File: config.mk
export PLATFORM = sky130hd
export DESIGN_NAME = ssg_supervisor
export DESIGN_NICKNAME = d
export VERILOG_FILES = /design/src/design/ssg_pkg.sv /design/src/design/ssg_pad_filter.sv /design/src/design/ssg_access_check.sv /design/src/design/ssg_supervisor.sv
export SDC_FILE = /design/constraint.sdc
export NUM_CORES = 1
export LEC_CHECK = 0
export BUFFER_PORTS_ARGS = -buffer_cell sky130_fd_sc_hd__buf_2
export CAP_MARGIN = 20
export CELL_PAD_IN_SITES_DETAIL_PLACEMENT = 1
export CELL_PAD_IN_SITES_GLOBAL_PLACEMENT = 2
export CORE_MARGIN = 3
export CORE_UTILIZATION = 39
export DETAILED_ROUTE_END_ITERATION = 16
export GPL_ROUTABILITY_DRIVEN = 0
export GPL_TIMING_DRIVEN = 0
export HOLD_SLACK_MARGIN = 0.15
export PLACE_DENSITY_LB_ADDON = 0.1
export SYNTH_ARGS = -nofsm -noshare
export SYNTH_HDL_FRONTEND = slang
export SYNTH_SLANG_ARGS = --single-unit
File: constraint.sdc
create_clock -name core_clk_in -period 4.74 [get_ports core_clk_in]
set_input_delay 0.237 -clock core_clk_in [delete_from_list [all_inputs] [get_ports core_clk_in]]
set_output_delay 0.237 -clock core_clk_in [all_outputs]
set_load 0.02 [all_outputs]
File: src/design/ssg_pkg.sv
// package for the security supervisor: register map, field layout, timing
// assumes a single 20 MHz core clock and a simple strobe register port
package ssg_pkg;
	localparam int ADDR_W = 8;
	localparam int DATA_W = 16;
	localparam int NUM_DET = 7;
	// register byte addresses
	localparam logic [7:0] REG_EVENT = 8'h00;
	localparam logic [7:0] REG_CTRL = 8'h04;
	localparam logic [7:0] REG_MASK = 8'h08;
	localparam logic [7:0] REG_FAULT = 8'h0C;
	localparam logic [7:0] REG_RGN0 = 8'h10;
	localparam logic [7:0] REG_RGN1 = 8'h14;
	localparam logic [7:0] REG_ACCESS = 8'h18;
	localparam logic [7:0] REG_MODE = 8'h1C;
	localparam logic [7:0] REG_TRACE = 8'h20;
	localparam logic [7:0] REG_UNLOCK = 8'h24;
	// ctrl fields
	localparam int CTRL_RST_BIT = 0;
	localparam int CTRL_WEN_BIT = 1;
	// fault status bits
	localparam int FLT_INVALID = 0;
	localparam int FLT_REGION = 1;
	localparam int FLT_EXEC = 2;
	localparam int FLT_DET = 3;
	localparam int FLT_W = 4;
	// access control fields: per region {user_write, user_read, user_exec}
	localparam int ACC_R0_EXEC = 0;
	localparam int ACC_R0_READ = 1;
	localparam int ACC_R0_WRITE = 2;
	localparam int ACC_R1_EXEC = 3;
	localparam int ACC_R1_READ = 4;
	localparam int ACC_R1_WRITE = 5;
	localparam logic [15:0] CTRL_RESET = 16'h0000;
	localparam logic [15:0] ACCESS_RESET = 16'h0000;
	localparam logic [15:0] ZERO16 = 16'h0000;
	localparam logic [7:0] REGION_MAX = 8'h3F;
	localparam logic [15:0] TEST_PASSWORD = 16'hA5C3;
	localparam logic [15:0] NORMAL_KEY = 16'h5AF0;
	// time for software to enable security writes
	localparam int WEN_WINDOW_CYC = 128;
	localparam logic [7:0] WEN_LAST = 8'(WEN_WINDOW_CYC - 1);
	localparam int FILT_LEN = 3;
	typedef enum logic [1:0] {
		SSG_MODE_TEST_LOCKED = 2'b00,
		SSG_MODE_TEST_OPEN = 2'b01,
		SSG_MODE_NORMAL = 2'b10
	} ssg_mode_type;
endpackage

File: src/design/ssg_pad_filter.sv
// glitch filter for one external pad (reset or clock pad)
// input is asynchronous; three flops then a run-length agreement stage
`timescale 1ns/1ps
`default_nettype none
module ssg_pad_filter
	import ssg_pkg::*;
(
	input wire logic core_clk_in,
	input wire logic rst_n_in,
	input wire logic clk_en_in,
	input wire logic pad_in,
	output logic level_out
);
	import ssg_pkg::*;
	logic [2:0] sync_q;
	logic [FILT_LEN-1:0] hist_q;
	logic level_q;
	wire logic agree = (sync_q[1] == sync_q[2]);
	wire logic all_hi = agree && (&hist_q);
	wire logic all_lo = agree && ~(|hist_q);
	always_ff @(posedge core_clk_in)
	begin
		if (!rst_n_in)
		begin
			sync_q <= 3'b000;
			hist_q <= '0;
			level_q <= 1'b0;
		end
		else if (clk_en_in)
		begin
			sync_q <= {sync_q[1:0], pad_in};
			// a pulse shorter than the history length never reaches the core
			if (agree)
				hist_q <= {hist_q[FILT_LEN-2:0], sync_q[2]};
			if (all_hi)
				level_q <= 1'b1;
			else if (all_lo)
				level_q <= 1'b0;
		end
	end
	assign level_out = level_q;
endmodule
`default_nettype wire

File: src/design/ssg_access_check.sv
// combinational access checker for the region protection unit
// assumes bus address, kind and privilege are from the core clock domain
`timescale 1ns/1ps
`default_nettype none
module ssg_access_check
	import ssg_pkg::*;
(
	input wire logic acc_valid_in,
	input wire logic [15:0] acc_addr_in,
	input wire logic acc_write_in,
	input wire logic acc_fetch_in,
	input wire logic acc_eeprom_in,
	input wire logic acc_priv_in,
	input wire logic [15:0] rgn0_top_in,
	input wire logic [15:0] rgn1_top_in,
	input wire logic [15:0] rights_in,
	input wire logic [15:0] mapped_top_in,
	output logic invalid_out,
	output logic region_out,
	output logic exec_out
);
	import ssg_pkg::*;
	wire logic in_r0 = acc_addr_in <= rgn0_top_in;
	wire logic in_r1 = !in_r0 && (acc_addr_in <= rgn1_top_in);
	wire logic unmapped = acc_addr_in > mapped_top_in;
	wire logic r_ok = in_r0 ? rights_in[ACC_R0_READ] : rights_in[ACC_R1_READ];
	wire logic w_ok = in_r0 ? rights_in[ACC_R0_WRITE] : rights_in[ACC_R1_WRITE];
	wire logic x_ok = in_r0 ? rights_in[ACC_R0_EXEC] : rights_in[ACC_R1_EXEC];
	wire logic in_rgn = in_r0 || in_r1;
	// privilege selects checking
	// privileged mode bypasses region rights; user mode is checked
	wire logic user = !acc_priv_in;
	assign invalid_out = acc_valid_in && unmapped;
	assign region_out = acc_valid_in && !unmapped && user && in_rgn && !acc_fetch_in
		&& (acc_write_in ? !w_ok : !r_ok);
	assign exec_out = acc_valid_in && !unmapped && user && acc_fetch_in
		&& (acc_eeprom_in || in_rgn) && !x_ok;
endmodule
`default_nettype wire

File: src/design/ssg_supervisor.sv
// security supervisor: detector events, pad filters, register write lock,
// region protection faults, one-way test to normal switch
// assumes detectors and pads are asynchronous; bus signals are on core_clk_in
`timescale 1ns/1ps
`default_nettype none
// Summary of operation
// - each detector event is latched into a readable event register
// - reset reaction selected: any detector event requests chip reset on the cycle after detection
// - flag reaction selected: event only sets a status bit, no reset
// - seven detector inputs: frequency, voltage, temperature, light, insulation, shield, glitch
// - reset and clock pads are glitch filtered before internal use
// - software cannot disable detectors or filters, only choose reaction
// - security write enable must be set within 128 cycles or writes lock
// - access to an invalid address raises the fast fault interrupt
// - region protection unit and access control register give per-region rights
// - a region rights violation raises non-maskable fast fault interrupt
// - disallowed instruction fetch from eeprom raises fast fault interrupt
// - access decisions depend on privileged or user mode
// - every register loads its default value on reset
// - test mode may be left once for normal mode, never re-entered
// - test mode opens only after the correct password
// - traceability data become read-only after normal mode entry
// - normal mode has privileged and user sub-modes, checked separately
module ssg_supervisor
	import ssg_pkg::*;
(
	input wire logic core_clk_in,
	input wire logic rst_n_in,
	input wire logic clk_en_in,
	input wire logic [ADDR_W-1:0] reg_addr_in,
	input wire logic [DATA_W-1:0] reg_wdata_in,
	input wire logic reg_wr_in,
	input wire logic reg_rd_in,
	output logic [DATA_W-1:0] reg_rdata_out,
	input wire logic det_freq_in,
	input wire logic det_volt_in,
	input wire logic det_temp_in,
	input wire logic det_light_in,
	input wire logic det_insul_in,
	input wire logic det_shield_in,
	input wire logic det_glitch_in,
	input wire logic pad_rst_in,
	input wire logic pad_clk_in,
	output logic pad_rst_out,
	output logic pad_clk_out,
	input wire logic acc_valid_in,
	input wire logic [15:0] acc_addr_in,
	input wire logic acc_write_in,
	input wire logic acc_fetch_in,
	input wire logic acc_eeprom_in,
	input wire logic acc_priv_in,
	input wire logic nv_normal_in,
	output logic nv_normal_set_out,
	output logic chip_reset_out,
	output logic fast_fault_interrupt_out,
	output logic irq_out,
	output logic test_mode_out
);
	import ssg_pkg::*;

	logic [NUM_DET-1:0] det_raw;
	logic [NUM_DET-1:0] s1_q, s2_q, s3_q;
	logic [NUM_DET-1:0] event_q, event_d;
	logic [NUM_DET-1:0] mask_q;
	logic [FLT_W-1:0] fault_q, fault_d;
	logic [15:0] ctrl_q, rgn0_q, rgn1_q, access_q, trace_q;
	logic [7:0] wcnt_q;
	logic locked_q;
	logic wen_q;
	logic reset_q;
	logic [DATA_W-1:0] rdata_q;
	logic nv_set_q;
	ssg_mode_type mode_q;
	logic inv_f, rgn_f, exe_f;

	assign det_raw = {det_glitch_in, det_shield_in, det_insul_in, det_light_in,
		det_temp_in, det_volt_in, det_freq_in};

	genvar gi;
	generate
		for (gi = 0; gi < NUM_DET; gi++)
		begin : g_det
			always_ff @(posedge core_clk_in)
			begin
				if (!rst_n_in)
				begin
					s1_q[gi] <= 1'b0;
					s2_q[gi] <= 1'b0;
					s3_q[gi] <= 1'b0;
				end
				else if (clk_en_in)
				begin
					s1_q[gi] <= det_raw[gi];
					s2_q[gi] <= s1_q[gi];
					s3_q[gi] <= s2_q[gi];
				end
			end
		end
	endgenerate
	// a detection counts once the last two stages agree high
	wire logic [NUM_DET-1:0] det_hit = s2_q & s3_q;
	wire logic any_det = |det_hit;

	// pad filters, no enable bit exists so software cannot bypass them
	ssg_pad_filter u_rst_filt (
		.core_clk_in(core_clk_in),
		.rst_n_in(rst_n_in),
		.clk_en_in(clk_en_in),
		.pad_in(pad_rst_in),
		.level_out(pad_rst_out)
	);
	ssg_pad_filter u_clk_filt (
		.core_clk_in(core_clk_in),
		.rst_n_in(rst_n_in),
		.clk_en_in(clk_en_in),
		.pad_in(pad_clk_in),
		.level_out(pad_clk_out)
	);

	ssg_access_check u_chk (
		.acc_valid_in(acc_valid_in),
		.acc_addr_in(acc_addr_in),
		.acc_write_in(acc_write_in),
		.acc_fetch_in(acc_fetch_in),
		.acc_eeprom_in(acc_eeprom_in),
		.acc_priv_in(acc_priv_in),
		.rgn0_top_in(rgn0_q),
		.rgn1_top_in(rgn1_q),
		.rights_in(access_q),
		.mapped_top_in({8'h00, REGION_MAX}),
		.invalid_out(inv_f),
		.region_out(rgn_f),
		.exec_out(exe_f)
	);

	// register decode
	wire logic wr_ctrl = reg_wr_in && (reg_addr_in == REG_CTRL);
	wire logic wr_mask = reg_wr_in && (reg_addr_in == REG_MASK);
	wire logic wr_rgn0 = reg_wr_in && (reg_addr_in == REG_RGN0);
	wire logic wr_rgn1 = reg_wr_in && (reg_addr_in == REG_RGN1);
	wire logic wr_access = reg_wr_in && (reg_addr_in == REG_ACCESS);
	wire logic wr_mode = reg_wr_in && (reg_addr_in == REG_MODE);
	wire logic wr_trace = reg_wr_in && (reg_addr_in == REG_TRACE);
	wire logic wr_unlock = reg_wr_in && (reg_addr_in == REG_UNLOCK);
	wire logic rd_event = reg_rd_in && (reg_addr_in == REG_EVENT);
	wire logic rd_fault = reg_rd_in && (reg_addr_in == REG_FAULT);
	// region and access registers writable only while enabled and unlocked
	wire logic sec_ok = wen_q && !locked_q;
	wire logic in_normal = (mode_q == SSG_MODE_NORMAL);

	// sticky event capture; read clears, a new event wins over the clear
	always_comb
	begin
		event_d = event_q;
		if (rd_event)
			event_d = '0;
		event_d = event_d | det_hit;
	end

	// sticky fault causes; read clears, set wins
	always_comb
	begin
		fault_d = fault_q;
		if (rd_fault)
			fault_d = '0;
		fault_d[FLT_INVALID] = fault_d[FLT_INVALID] | inv_f;
		fault_d[FLT_REGION] = fault_d[FLT_REGION] | rgn_f;
		fault_d[FLT_EXEC] = fault_d[FLT_EXEC] | exe_f;
		fault_d[FLT_DET] = fault_d[FLT_DET] | (any_det && !ctrl_q[CTRL_RST_BIT]);
	end

	always_ff @(posedge core_clk_in)
	begin
		if (!rst_n_in)
		begin
			event_q <= '0;
			fault_q <= '0;
			mask_q <= '0;
		end
		else if (clk_en_in)
		begin
			event_q <= event_d;
			fault_q <= fault_d;
			if (wr_mask)
				mask_q <= reg_wdata_in[NUM_DET-1:0];
		end
	end

	always_ff @(posedge core_clk_in)
	begin
		if (!rst_n_in)
		begin
			wcnt_q <= 8'h00;
			wen_q <= 1'b0;
			locked_q <= 1'b0;
		end
		else if (clk_en_in)
		begin
			if (wcnt_q != WEN_LAST)
				wcnt_q <= wcnt_q + 8'h01;
			if (wr_ctrl && !locked_q && reg_wdata_in[CTRL_WEN_BIT])
				wen_q <= 1'b1;
			if (wcnt_q == WEN_LAST && !wen_q && !(wr_ctrl && reg_wdata_in[CTRL_WEN_BIT]))
				locked_q <= 1'b1;
		end
	end

	// security control registers, only the reaction bit steers detection
	always_ff @(posedge core_clk_in)
	begin
		if (!rst_n_in)
		begin
			ctrl_q <= CTRL_RESET;
			rgn0_q <= ZERO16;
			rgn1_q <= ZERO16;
			access_q <= ACCESS_RESET;
		end
		else if (clk_en_in)
		begin
			if (wr_ctrl && !locked_q)
				ctrl_q <= reg_wdata_in | (16'(wen_q) << CTRL_WEN_BIT);
			if (wr_rgn0 && sec_ok)
				rgn0_q <= reg_wdata_in;
			if (wr_rgn1 && sec_ok)
				rgn1_q <= reg_wdata_in;
			if (wr_access && sec_ok)
				access_q <= reg_wdata_in;
		end
	end

	// reset request on any detection when reset reaction chosen
	always_ff @(posedge core_clk_in)
	begin
		if (!rst_n_in)
			reset_q <= 1'b0;
		else if (clk_en_in)
			reset_q <= any_det && ctrl_q[CTRL_RST_BIT];
	end

	// mode follows nonvolatile bit after every reset
	// mode machine: locked test, open test, normal
	always_ff @(posedge core_clk_in)
	begin
		if (!rst_n_in)
		begin
			mode_q <= SSG_MODE_TEST_LOCKED;
			nv_set_q <= 1'b0;
			trace_q <= ZERO16;
		end
		else if (clk_en_in)
		begin
			nv_set_q <= 1'b0;
			case (mode_q)
				SSG_MODE_TEST_LOCKED:
				begin
					if (nv_normal_in)
						mode_q <= SSG_MODE_NORMAL;
					else if (wr_unlock && reg_wdata_in == TEST_PASSWORD)
						mode_q <= SSG_MODE_TEST_OPEN;
				end
				SSG_MODE_TEST_OPEN:
				begin
					if (nv_normal_in)
						mode_q <= SSG_MODE_NORMAL;
					else if (wr_mode && reg_wdata_in == NORMAL_KEY)
					begin
						mode_q <= SSG_MODE_NORMAL;
						nv_set_q <= 1'b1;
					end
					// trace data writable only in open test mode
					else if (wr_trace)
						trace_q <= reg_wdata_in;
				end
				SSG_MODE_NORMAL:
					mode_q <= SSG_MODE_NORMAL;
				default:
					mode_q <= SSG_MODE_NORMAL;
			endcase
		end
	end

	// read mux
	wire logic [DATA_W-1:0] rd_mux =
		(reg_addr_in == REG_EVENT) ? {9'h000, event_q} :
		(reg_addr_in == REG_CTRL) ? {ctrl_q[15:2], wen_q, ctrl_q[0]} :
		(reg_addr_in == REG_MASK) ? {9'h000, mask_q} :
		(reg_addr_in == REG_FAULT) ? {12'h000, fault_q} :
		(reg_addr_in == REG_RGN0) ? rgn0_q :
		(reg_addr_in == REG_RGN1) ? rgn1_q :
		(reg_addr_in == REG_ACCESS) ? access_q :
		(reg_addr_in == REG_MODE) ? {13'h0000, locked_q, 2'(mode_q)} :
		(reg_addr_in == REG_TRACE) ? trace_q : ZERO16;

	always_ff @(posedge core_clk_in)
	begin
		if (!rst_n_in)
			rdata_q <= ZERO16;
		else if (clk_en_in)
			rdata_q <= reg_rd_in ? rd_mux : ZERO16;
	end

	assign reg_rdata_out = rdata_q;
	assign chip_reset_out = reset_q;
	// fast fault is non-maskable; irq carries the maskable detector events
	assign fast_fault_interrupt_out = |fault_q[FLT_EXEC:FLT_INVALID];
	assign irq_out = |(event_q & mask_q);
	assign test_mode_out = (mode_q == SSG_MODE_TEST_OPEN);
	assign nv_normal_set_out = nv_set_q;
endmodule
`default_nettype wire

==> results.cfg, run 1 <==
[status]
outcome = completed

[cts]
clk_pin_slew_ns = 0.07
clock_path_buffers = 2
cts_made_buffers = 17
cts_sinks = 162
cts-root-buf = clkbuf_16
clk_latency_ns = 0.44
cts_resized = 0
post_cts_buffers = 0
cts_tree = yes
cts-htree-levels = 4

[final_layout]
final_common_cell = dfxtp_1
areaGrowthSynthToFinish_pct = 18.4
layout_common_cells = dfxtp_1 (162), nand2_1 (144), buf_2 (92)
nets = 1105
fillCellCount = 2373
antenna_cells = 0
drive_gt1_share_pct = 13.0

[logic_synthesis]
syn_nets = 992
synth_seq_area_share_pct = 41.0
postSynth.asyncResetShare_pct = 0
synth_area_um2 = 7920
synth_cell_type_count = 58
synth_cells = 899
ys.flop_type = dfxtp_1
ys_ff_latch = 162
yosys_warnings = 0
syn_avg_cell_area_um2 = 8.81
synth_edf_count = 0

[sta]
setup_viol = 0
clock_skew_ns = 0.00868
slew_headroom_pct = 43.4
period_share_pct = 62.9
fin_tns_setup_ns = 0
finalHoldViolCount = 0
tightest_slew_ns = 0.850
final_max_slew_viol_count = 0
rsz0062_at_grt = false
min_period_ns = 2.98
fmax_mhz = 336

[floorplanning]
io-pin-count = 83
die_height_um = 148
initial_core_util_pct = 40.1
die_x_um = 148
core-area_um2 = 19700
die_area_um2 = 22000
row_count = 51

[critical_path]
critPathMaxFanout = 4
slowest_delay_ns = 0.55
crit_path_top_delay_cell = dlygate4sd3_1
critPathCaptureType = flip-flop
startpoint_type = flip-flop
crit_buf_inv = 2
crit_type = flip-flop to flip-flop
worstPathRequired_ns = 5.06
crit_arrival_ns = 3.30
crit_chain = inv_1 > ha_1 > and4_1 > nand2_1 > or2_1 > o221ai_1 > o21ai_1 > o41ai_1 > nor2_1 > dlygate4sd3_1
cp_top_family = compound AO/OA/AOI/OAI gates

[flow_run]
cap_viol_max_count = 0

[power]
p_per_area_nw_per_um2 = 315
p_leak_nw = 3.33
power_w = 0.00296
p_sw_w = 0.000757
clockPowerShare_pct = 45.9
p_comb_share_pct = 7.3
pwr-share-seq_pct = 46.7
cellInternalPower_w = 0.00220
netSwitchingFraction_pct = 25.6
ir_drop_uv = 266

[routing]
dr.pass1.iters = 7
wl_per_cell_um = 20.6
via_per_inst = 5.47
num_vias = 7054
wl_mm = 26.6
drc = 0
initialDrtViolationCount = 556
detail-route-antenna-nets = 0

[global_routing]
gr-total-overflow = 0
grt_pass1_wl_mm = 41.2
grt_max_degree = 17
antenna_found_initial = 1
grt_pass1_vias = 7018
track_usage_pct = 24.4

[hold_path]
hold_path_class = input pin to flip-flop

[placement]
dp_hpwl_mm = 20.0
portBuffers = 78
[worst paths after layout]
check | depth (start not counted) | slack (ns) | end | from
max | 10 | 1.76 | fault_q[2]$_SDFFE_PN0P_ | rgn0_q[10]$_SDFFE_PN0P_
min | 3 | 0.15 | access_q[8]$_SDFFE_PN0P_ | reg_wdata_in[8]
max reg2reg | 10 | 1.76 | fault_q[2]$_SDFFE_PN0P_ | rgn0_q[10]$_SDFFE_PN0P_
min reg2reg | 1 | 0.45 | reg_rdata_out[3]$_SDFFE_PN0P_ | reg_rdata_out[3]$_SDFFE_PN0P_
[synthesized netlist by cell type (3+ instances only)]
master / instances / area, um2
nand3_1: 34 / 170
a21boi_1: 5 / 37.5
buf_1: 4 / 15.0
dfxtp_1: 162 / 3240
nor3_1: 7 / 35.0
nand2_1: 144 / 541
a22oi_1: 14 / 105
a21o_1: 6 / 45.0
nor4b_1: 3 / 26.3
mux2i_1: 57 / 571
buf_2: 14 / 70.1
a311oi_1: 3 / 26.3
nor2b_1: 84 / 526
a221oi_1: 12 / 105
a21boi_0: 65 / 488
o21ai_0: 23 / 115
and3_1: 7 / 43.8
a32oi_1: 8 / 70.1
xnor2_1: 6 / 52.6
ha_1: 33 / 413
nor2_1: 14 / 52.6
and2_1: 11 / 68.8
o21a_1: 8 / 60.1
a31oi_1: 8 / 50.1
nor4_1: 5 / 31.3
and4_1: 4 / 35.0
clkbuf_1: 37 / 139
a222oi_1: 14 / 140
nand4_1: 8 / 50.1
inv_1: 35 / 131
a21oi_1: 31 / 155
[through the flow]
stage	std cells	instance area, um2	util [%]	setup slack, ns	hold WS, ns
2_1_floorplan	899	7920	-	2.54	0.372
3_3_place_gp	1242	8640	43.8	2.02	0.433
3_5_place_dp	1242	8640	43.8	1.93	0.438
4_1_cts	1290	9370	47.5	1.72	0.152
5_1_grt	1290	9370	47.5	1.58	0.162
6_report	1290	9370	47.5	1.76	0.153
[state kept, by name (all words and copies together) (netlist names), 8 cells and up]
name	cells
wcnt_q	8
trace_q	16
ctrl_q	15
rgn1_q	16
access_q	16
rgn0_q	16
reg_rdata_out	16
[layer usage]
metal	GRT usage, %	vias to the layer above	part of all wire (%)
li1	-	3414	-
met1	36.6	3435	51
met2	36.7	176	43
met3	3.90	29	4.8
met4	5.54	0	1.3
met5	0	-	0
[worst register-to-register path, cell delays in order (launching register included)]
cell and delay, ns:
dfxtp_1 0.39, inv_1 0.06, ha_1 0.31, and4_1 0.24
nand2_1 0.07, or2_1 0.27, o221ai_1 0.28, o21ai_1 0.23
o41ai_1 0.41, nor2_1 0.06, dlygate4sd3_1 0.55
[area by class of cell]
cell class	instances	area, um2	area share (%)
Tap cell	265	332	3.54
Clock buffer	18	429	4.58
Clock inverter	14	143	1.52
Multi-Input combinational cell	645	4300	45.9
Inverter	36	135	1.44
Sequential cell	162	3240	34.6
Timing Repair Buffer	94	551	5.88
Buffer	56	235	2.51
[cell families after synthesis]
logic type,count (synthesis),share of synthesized area [%]
AOI/OAI and AO/OA,211,19.1
xor gates and xnor gates,7,0.774
adders and majority gates,33,5.22
buffers and inverters,92,4.68
DFF,162,41.0
muxes,58,7.49
and+or+nand+nor,336,21.8
[power groups by stage]
stage               Clock, W  Sequential [W]  Combinational, W
global placement           0         0.00141          0.000205
detailed placement         0         0.00141          0.000208
floorplan                  0         0.00141          0.000111
finish               0.00136         0.00138          0.000217
global route         0.00143         0.00138          0.000239
CTS                  0.00138         0.00138          0.000218
[timing repair]
item,4_1_cts,5_1_grt
endpoints found under the setup margin,0,0
hold endpoints to repair,21,0
hold buffers,16,0
No activity file was read; power rests on OpenSTA's default activity.
==> run 2, diff against run 1 <==
--- a/config.mk
+++ b/config.mk
@@ -5,12 +5,13 @@
 export SDC_FILE = /design/constraint.sdc
 export NUM_CORES = 1
 export LEC_CHECK = 0
+export ABC_AREA = 1
 export BUFFER_PORTS_ARGS = -buffer_cell sky130_fd_sc_hd__buf_2
 export CAP_MARGIN = 20
 export CELL_PAD_IN_SITES_DETAIL_PLACEMENT = 1
 export CELL_PAD_IN_SITES_GLOBAL_PLACEMENT = 2
 export CORE_MARGIN = 3
-export CORE_UTILIZATION = 39
+export CORE_UTILIZATION = 34
 export DETAILED_ROUTE_END_ITERATION = 16
 export GPL_ROUTABILITY_DRIVEN = 0
 export GPL_TIMING_DRIVEN = 0
==> constraint.sdc (replaced) <==
create_clock -name core_clk_in -period 2.9 [get_ports core_clk_in]
set_input_delay 0.145 -clock core_clk_in [delete_from_list [all_inputs] [get_ports core_clk_in]]
set_output_delay 0.145 -clock core_clk_in [all_outputs]
set_load 0.02 [all_outputs]
==> run 2 against run 1 <==
Synthesized area grew 0.47%. Critical path depth grew 2. Clock power up 74%. Global-route usage shrank 1.7 points. Worst hold slack improved by 0.0094 ns. Clock skew rose by 0.0036 ns. Via count up 10%. Synthesized cell count grew 23%. Setup slack lost 1.6 ns. First-iteration DRC count down 23%.
==> results.cfg, run 2 <==
[critical_path]
critPathMaxFanout = 3
cp_common_cell = nand2_1
crit_arrival_ns = 3.06
crit_buf_inv = 2
crit_type = flip-flop to flip-flop
worstPathRequired_ns = 3.20
cp_top_family = simple AND/OR/NAND/NOR gates
critPathCaptureType = flip-flop
slowest_delay_ns = 0.63
crit_path_top_delay_cell = nor4_1
startpoint_type = flip-flop
crit_chain = inv_1 > ha_1 > nand2_1 > nor4_1 > nand2_1 > nand2_1 > nand2_1 > nor2_1 > nand2_1 > nand3_1 > dlygate4sd3_1 > a21oi_1
cp-startpoint = rgn1_q[15]$_SDFFE_PN0P_
r2r-start = rgn1_q[15]$_SDFFE_PN0P_

[global_routing]
grt_pass1_vias = 7920
antenna_found_initial = 0
grt_max_degree = 17
track_usage_pct = 22.7
grt_pass1_wl_mm = 44.9
gr-total-overflow = 0

[floorplanning]
io-pin-count = 83
die_height_um = 159
row_count = 55
core-area_um2 = 22800
initial_core_util_pct = 34.8
die_area_um2 = 25300
die_x_um = 159

[logic_synthesis]
synth_cell_type_count = 47
synth.most_common_cell = nand2_1
synth_area_leaders = dfxtp_1 (41%), nand2_1 (9.4%), a21oi_1 (8.4%)
synth_compound_area_share_pct = 18.5
synth_xor_area_share_pct = 0.330
synth_seq_area_share_pct = 40.8
ys.flop_type = dfxtp_1
synth_edf_count = 0
muxShareOfSynthArea_pct = 0
ys_ff_latch = 162
syn_avg_cell_area_um2 = 7.20
yosys_warnings = 0
yosys.area_share.simple_pct = 26.4
yosysTopAreaCell = dfxtp_1
synth_cells = 1104
synth_area_um2 = 7950
postSynth.asyncResetShare_pct = 0
synth_top_family_by_area = simple AND/OR/NAND/NOR gates
synth_fa_ha_area_share_pct = 5.19
syn_nets = 1197
synth_top_area_share_pct = 40.8
synth_common_cells = nand2_1 (199), dfxtp_1 (162), nor2_1 (159)

[cts]
cts_sinks = 162
cts_made_buffers = 17
cts_tree = yes
clk_pin_slew_ns = 0.07
clk_latency_ns = 0.44
cts-htree-levels = 4
post_cts_buffers = 0
cts-root-buf = clkbuf_16
clock_path_buffers = 2

[routing]
detail-route-antenna-nets = 0
wl_per_cell_um = 18.3
drc = 0
wl_mm = 28.5
via_per_inst = 5.00
num_vias = 7788
initialDrtViolationCount = 428
dr.pass1.iters = 5

[power]
clockPowerShare_pct = 46.7
power_w = 0.00505
cellInternalPower_w = 0.00370
p_leak_nw = 4.03
pwr-share-seq_pct = 45.3
ir_drop_uv = 324
p_comb_share_pct = 8.0
p_sw_w = 0.00135
p_per_area_nw_per_um2 = 523
netSwitchingFraction_pct = 26.7

[sta]
setup_viol = 0
clock_skew_ns = 0.0123
finalHoldViolCount = 0
final_max_slew_viol_count = 0
period_share_pct = 94.9
tightest_slew_ns = 0.740
rsz0062_at_grt = false
min_period_ns = 2.75
fmax_mhz = 363
slew_headroom_pct = 50.7
fin_tns_setup_ns = 0
hold_slack_ns = 0.163

[status]
outcome = completed

[placement]
portBuffers = 80
dp_hpwl_mm = 22.1

[final_layout]
layout_common_cells = nand2_1 (199), dfxtp_1 (162), nor2_1 (159)
antenna_cells = 0
final_common_cell = nand2_1
drive_gt1_share_pct = 14.4
areaGrowthSynthToFinish_pct = 21.3
nets = 1326

[hold_path]
hp-start = reg_wr_in
hold_path_class = input pin to flip-flop

[flow_run]
cap_viol_max_count = 0
-- run 2: routing by layer --
layer	global-route usage, %	up-vias	share of wire, %
li1	-	3901	-
met2	35.2	145	43
met5	0	-	0
met4	4.26	0	0.83
met1	33.7	3722	52
met3	3.36	20	3.5
-- run 2: worst min-delay path, cell delays in order --
cell	delay, ns
buf_2	0.15
nand3_1	0.11
a31oi_1	0.08
nor2_1	0.08
-- run 2: final cells by class --
cell class | count | area, um2
flip-flops and latches | 162 | 3240
repair buffers | 110 | 701
well taps | 313 | 392
clock inverters | 15 | 169
multi-input cells | 790 | 4010
fillers | 2947 | 13200
plain buffers | 47 | 300
inverters | 105 | 402
clock buffers | 17 | 425
-- run 2: worst paths after layout --
path / end / slack (ns) / cells past startpoint
setup / recovery: fault_q[2]$_SDFFE_PN0P_ / 0.15 / 12
hold / removal: locked_q$_SDFFE_PN0P_ / 0.16 / 4
setup reg to reg: fault_q[2]$_SDFFE_PN0P_ / 0.15 / 12
hold reg to reg: wcnt_q[4]$_SDFFE_PN0P_ / 0.44 / 2
-- run 2: power groups by stage --
stage	Combinational, W	Sequential (W)	Clock [W]
CTS	0.000408	0.00228	0.00240
detailed placement	0.000378	0.00233	0
finish	0.000406	0.00228	0.00236
global placement	0.000372	0.00233	0
floorplan	0.000211	0.00233	0
global route	0.000461	0.00229	0.00248
-- run 2: through the flow --
| stage | instances | cell area [um2] | utilization (%) | setup WS [ns] |
|---|---|---|---|---|
| floorplan | 1104 | 7950 | - | 1.25 |
| global placement | 1497 | 8750 | 38.3 | 0.635 |
| detailed placement | 1497 | 8750 | 38.3 | 0.640 |
| CTS | 1559 | 9640 | 42.2 | 0.0633 |
| global route | 1559 | 9650 | 42.2 | 0.00587 |
| finish | 1559 | 9650 | 42.2 | 0.147 |
-- run 2: repair_timing --
item	4_1_cts	5_1_grt
hold buffers	30	0
hold endpoints to repair	69	0
resized for setup	0	1
endpoints found under the setup margin	0	2
-- run 2: cell families after synthesis --
| group | count (synthesis) |
|---|---|
| simple gates | 466 |
| xor+xnor | 3 |
| fa+ha+maj | 33 |
| compound gates | 288 |
| buf+inv | 152 |
| flops | 162 |
==> run 3, diff against run 2 <==
--- a/config.mk
+++ b/config.mk
@@ -14,7 +14,7 @@
 export CORE_UTILIZATION = 34
 export DETAILED_ROUTE_END_ITERATION = 16
 export GPL_ROUTABILITY_DRIVEN = 0
-export GPL_TIMING_DRIVEN = 0
+export GPL_TIMING_DRIVEN = 1
 export HOLD_SLACK_MARGIN = 0.15
 export PLACE_DENSITY_LB_ADDON = 0.1
 export SYNTH_ARGS = -nofsm -noshare
==> run 3 against run 2 <==
Sequential share of layout area is 0.72 points higher. Design area down 2.1%. Maximum frequency rose by 5.5%. Largest power group is now sequential cells. Critical endpoint unchanged. Sequential power barely moved. Combinational power is 3% lower.
==> results.cfg, run 3 (synthesis results as in run 2) <==
[global_routing]
grt_pass1_wl_mm = 43.4
grt_max_degree = 125
antenna_found_initial = 1
grt_pass1_vias = 7495
track_usage_pct = 21.9
gr-total-overflow = 0

[critical_path]
crit_cells = 14
crit_path_top_delay_cell = dlygate4sd3_1
startpoint_type = flip-flop
crit_type = flip-flop to flip-flop
slowest_delay_ns = 0.56
r2r_end = fault_q[2]$_SDFFE_PN0P_
cp-startpoint = rgn0_q[11]$_SDFFE_PN0P_
cp_common_cell = nand2_1
cp_top_family = simple AND/OR/NAND/NOR gates
critPathMaxFanout = 4
critPathCaptureType = flip-flop
ff2ff_path_depth = 14
crit_chain = inv_1 > ha_1 > nand2_1 > inv_1 > nand3_1 > nor3_2 > nand2_1 > nand2_1 > nand2_1 > nor2_1 > nand2_1 > nand3_1 > dlygate4sd3_1 > a21oi_1
rrSetupSlack_ns = 0.29
crit_buf_inv = 3
crit_end = fault_q[2]$_SDFFE_PN0P_
r2r-start = rgn0_q[11]$_SDFFE_PN0P_
crit_arrival_ns = 2.89
worstPathRequired_ns = 3.18

[final_layout]
final_area_um2 = 9440
layout_common_cells = nand2_1 (199), dfxtp_1 (162), nor2_1 (159)
drive_gt1_share_pct = 13.8
nets = 1290
final_common_cell = nand2_1
layout.cells.non_filler = 1523
areaGrowthSynthToFinish_pct = 18.7
antenna_cells = 0

[cts]
post_cts_buffers = 0
cts-root-buf = clkbuf_16
clk_pin_slew_ns = 0.07
clk_latency_ns = 0.43
cts_sinks = 162
cts-htree-levels = 4
cts_tree = yes
cts_made_buffers = 17
clock_path_buffers = 2

[power]
p_per_area_nw_per_um2 = 525
p_leak_nw = 3.91
ir_drop_uv = 357

[routing]
drc = 0
wl_mm = 27.7
wl_per_cell_um = 18.2
num_vias = 7593
initialDrtViolationCount = 363
detail-route-antenna-nets = 0
wl_met1_mm = 14.5
routed-wl-met2_mm = 11.8
dr.pass1.iters = 5
dr.max_layer_used = met4
via_per_inst = 4.99
wl_met3_mm = 1.35

[floorplanning]
core-area_um2 = 22800
die_area_um2 = 25300
row_count = 55
initial_core_util_pct = 34.8
die_x_um = 159
die_height_um = 159
io-pin-count = 83

[sta]
fin_tns_setup_ns = 0
period_share_pct = 90.0
fmax_mhz = 383
slew_headroom_pct = 52.5
rsz0062_at_grt = false
clock_skew_ns = 0.00841
tightest_slew_ns = 0.709
final_max_slew_viol_count = 0
setup_viol = 0
setup_slack_ns = 0.289
min_period_ns = 2.61
finalHoldViolCount = 0
hold_slack_ns = 0.232

[placement]
preCtsSetupSlack_ns = 0.636
portBuffers = 82
dpl_cell_area_um2 = 8520
dp_hpwl_mm = 20.0
dpl.cell_count = 1459

[hold_path]
hp-start = clk_en_in
hold_path_class = input pin to flip-flop

[flow_run]
cap_viol_max_count = 0

[status]
outcome = completed
## run 3: changes by cell type in the layout (fill, tap and decap cells not counted), moves of 2 or more
cell           previous run  this run
buf_1                     2         0
dlygate4sd3_1            30        32
buf_6                     8         0
dlygate4sd1_1             3         0
buf_4                     8         6
inv_6                     8         6
buf_2                    86        82
inv_8                     1         3
clkinv_2                  2         0
clkbuf_1                 19         0
## run 3: what timing repair did
item | in CTS | in global routing
resized for setup | 0 | 2
hold buffers | 32 | 0
endpoints found under the setup margin | 0 | 2
endpoints found under the hold margin | 60 | 0
## run 3: stage by stage
| step | utilization (%) | power, W |
|---|---|---|
| floorplan | - | 0.00254 |
| global placement | 37.3 | 0.00269 |
| detailed placement | 37.3 | 0.00270 |
| CTS | 41.3 | 0.00502 |
| global route | 41.3 | 0.00518 |
| finish | 41.3 | 0.00496 |
## run 3: how the worst min path moves through the flow
stage | end | slack, ns | depth (start not counted)
after floorplan | mask_q[4]$_SDFFE_PN0P_ | 0.28 | 2
after global placement | s1_q[5]$_SDFFE_PN0P_ | 0.37 | 3
after detailed placement | s1_q[3]$_SDFFE_PN0P_ | 0.37 | 3
after CTS | chip_reset_out$_SDFFE_PN0P_ | 0.21 | 3
after global routing | chip_reset_out$_SDFFE_PN0P_ | 0.23 | 3
final | chip_reset_out$_SDFFE_PN0P_ | 0.23 | 3
## run 3: cell type report
cell class	count	area, um2
fill	2914	13400
clock buffer	17	425
inverter	105	402
timing repair buffer	121	796
multi-input combinational	790	4020
clock inverter	15	166
tap	313	392
sequential	162	3240
## run 3: power breakdown
part	leakage (nW)	internal, W	total, W	switching (W)
sequential	1.31	0.00226	0.00228	0.0000233
combinational	2.31	0.000142	0.000392	0.000251
clock	0.288	0.00123	0.00228	0.00105
## run 3: per-layer routing
| metal | vias up | GRT usage, % |
|---|---|---|
| li1 | 3825 | - |
| met1 | 3597 | 32.7 |
| met2 | 162 | 32.9 |
| met3 | 9 | 4.97 |
| met4 | 0 | 3.42 |
| met5 | - | 0 |
## run 3: worst min-delay path: stages
cell	delay, ns
buf_2	0.12
buf_4	0.24
a21oi_1	0.09
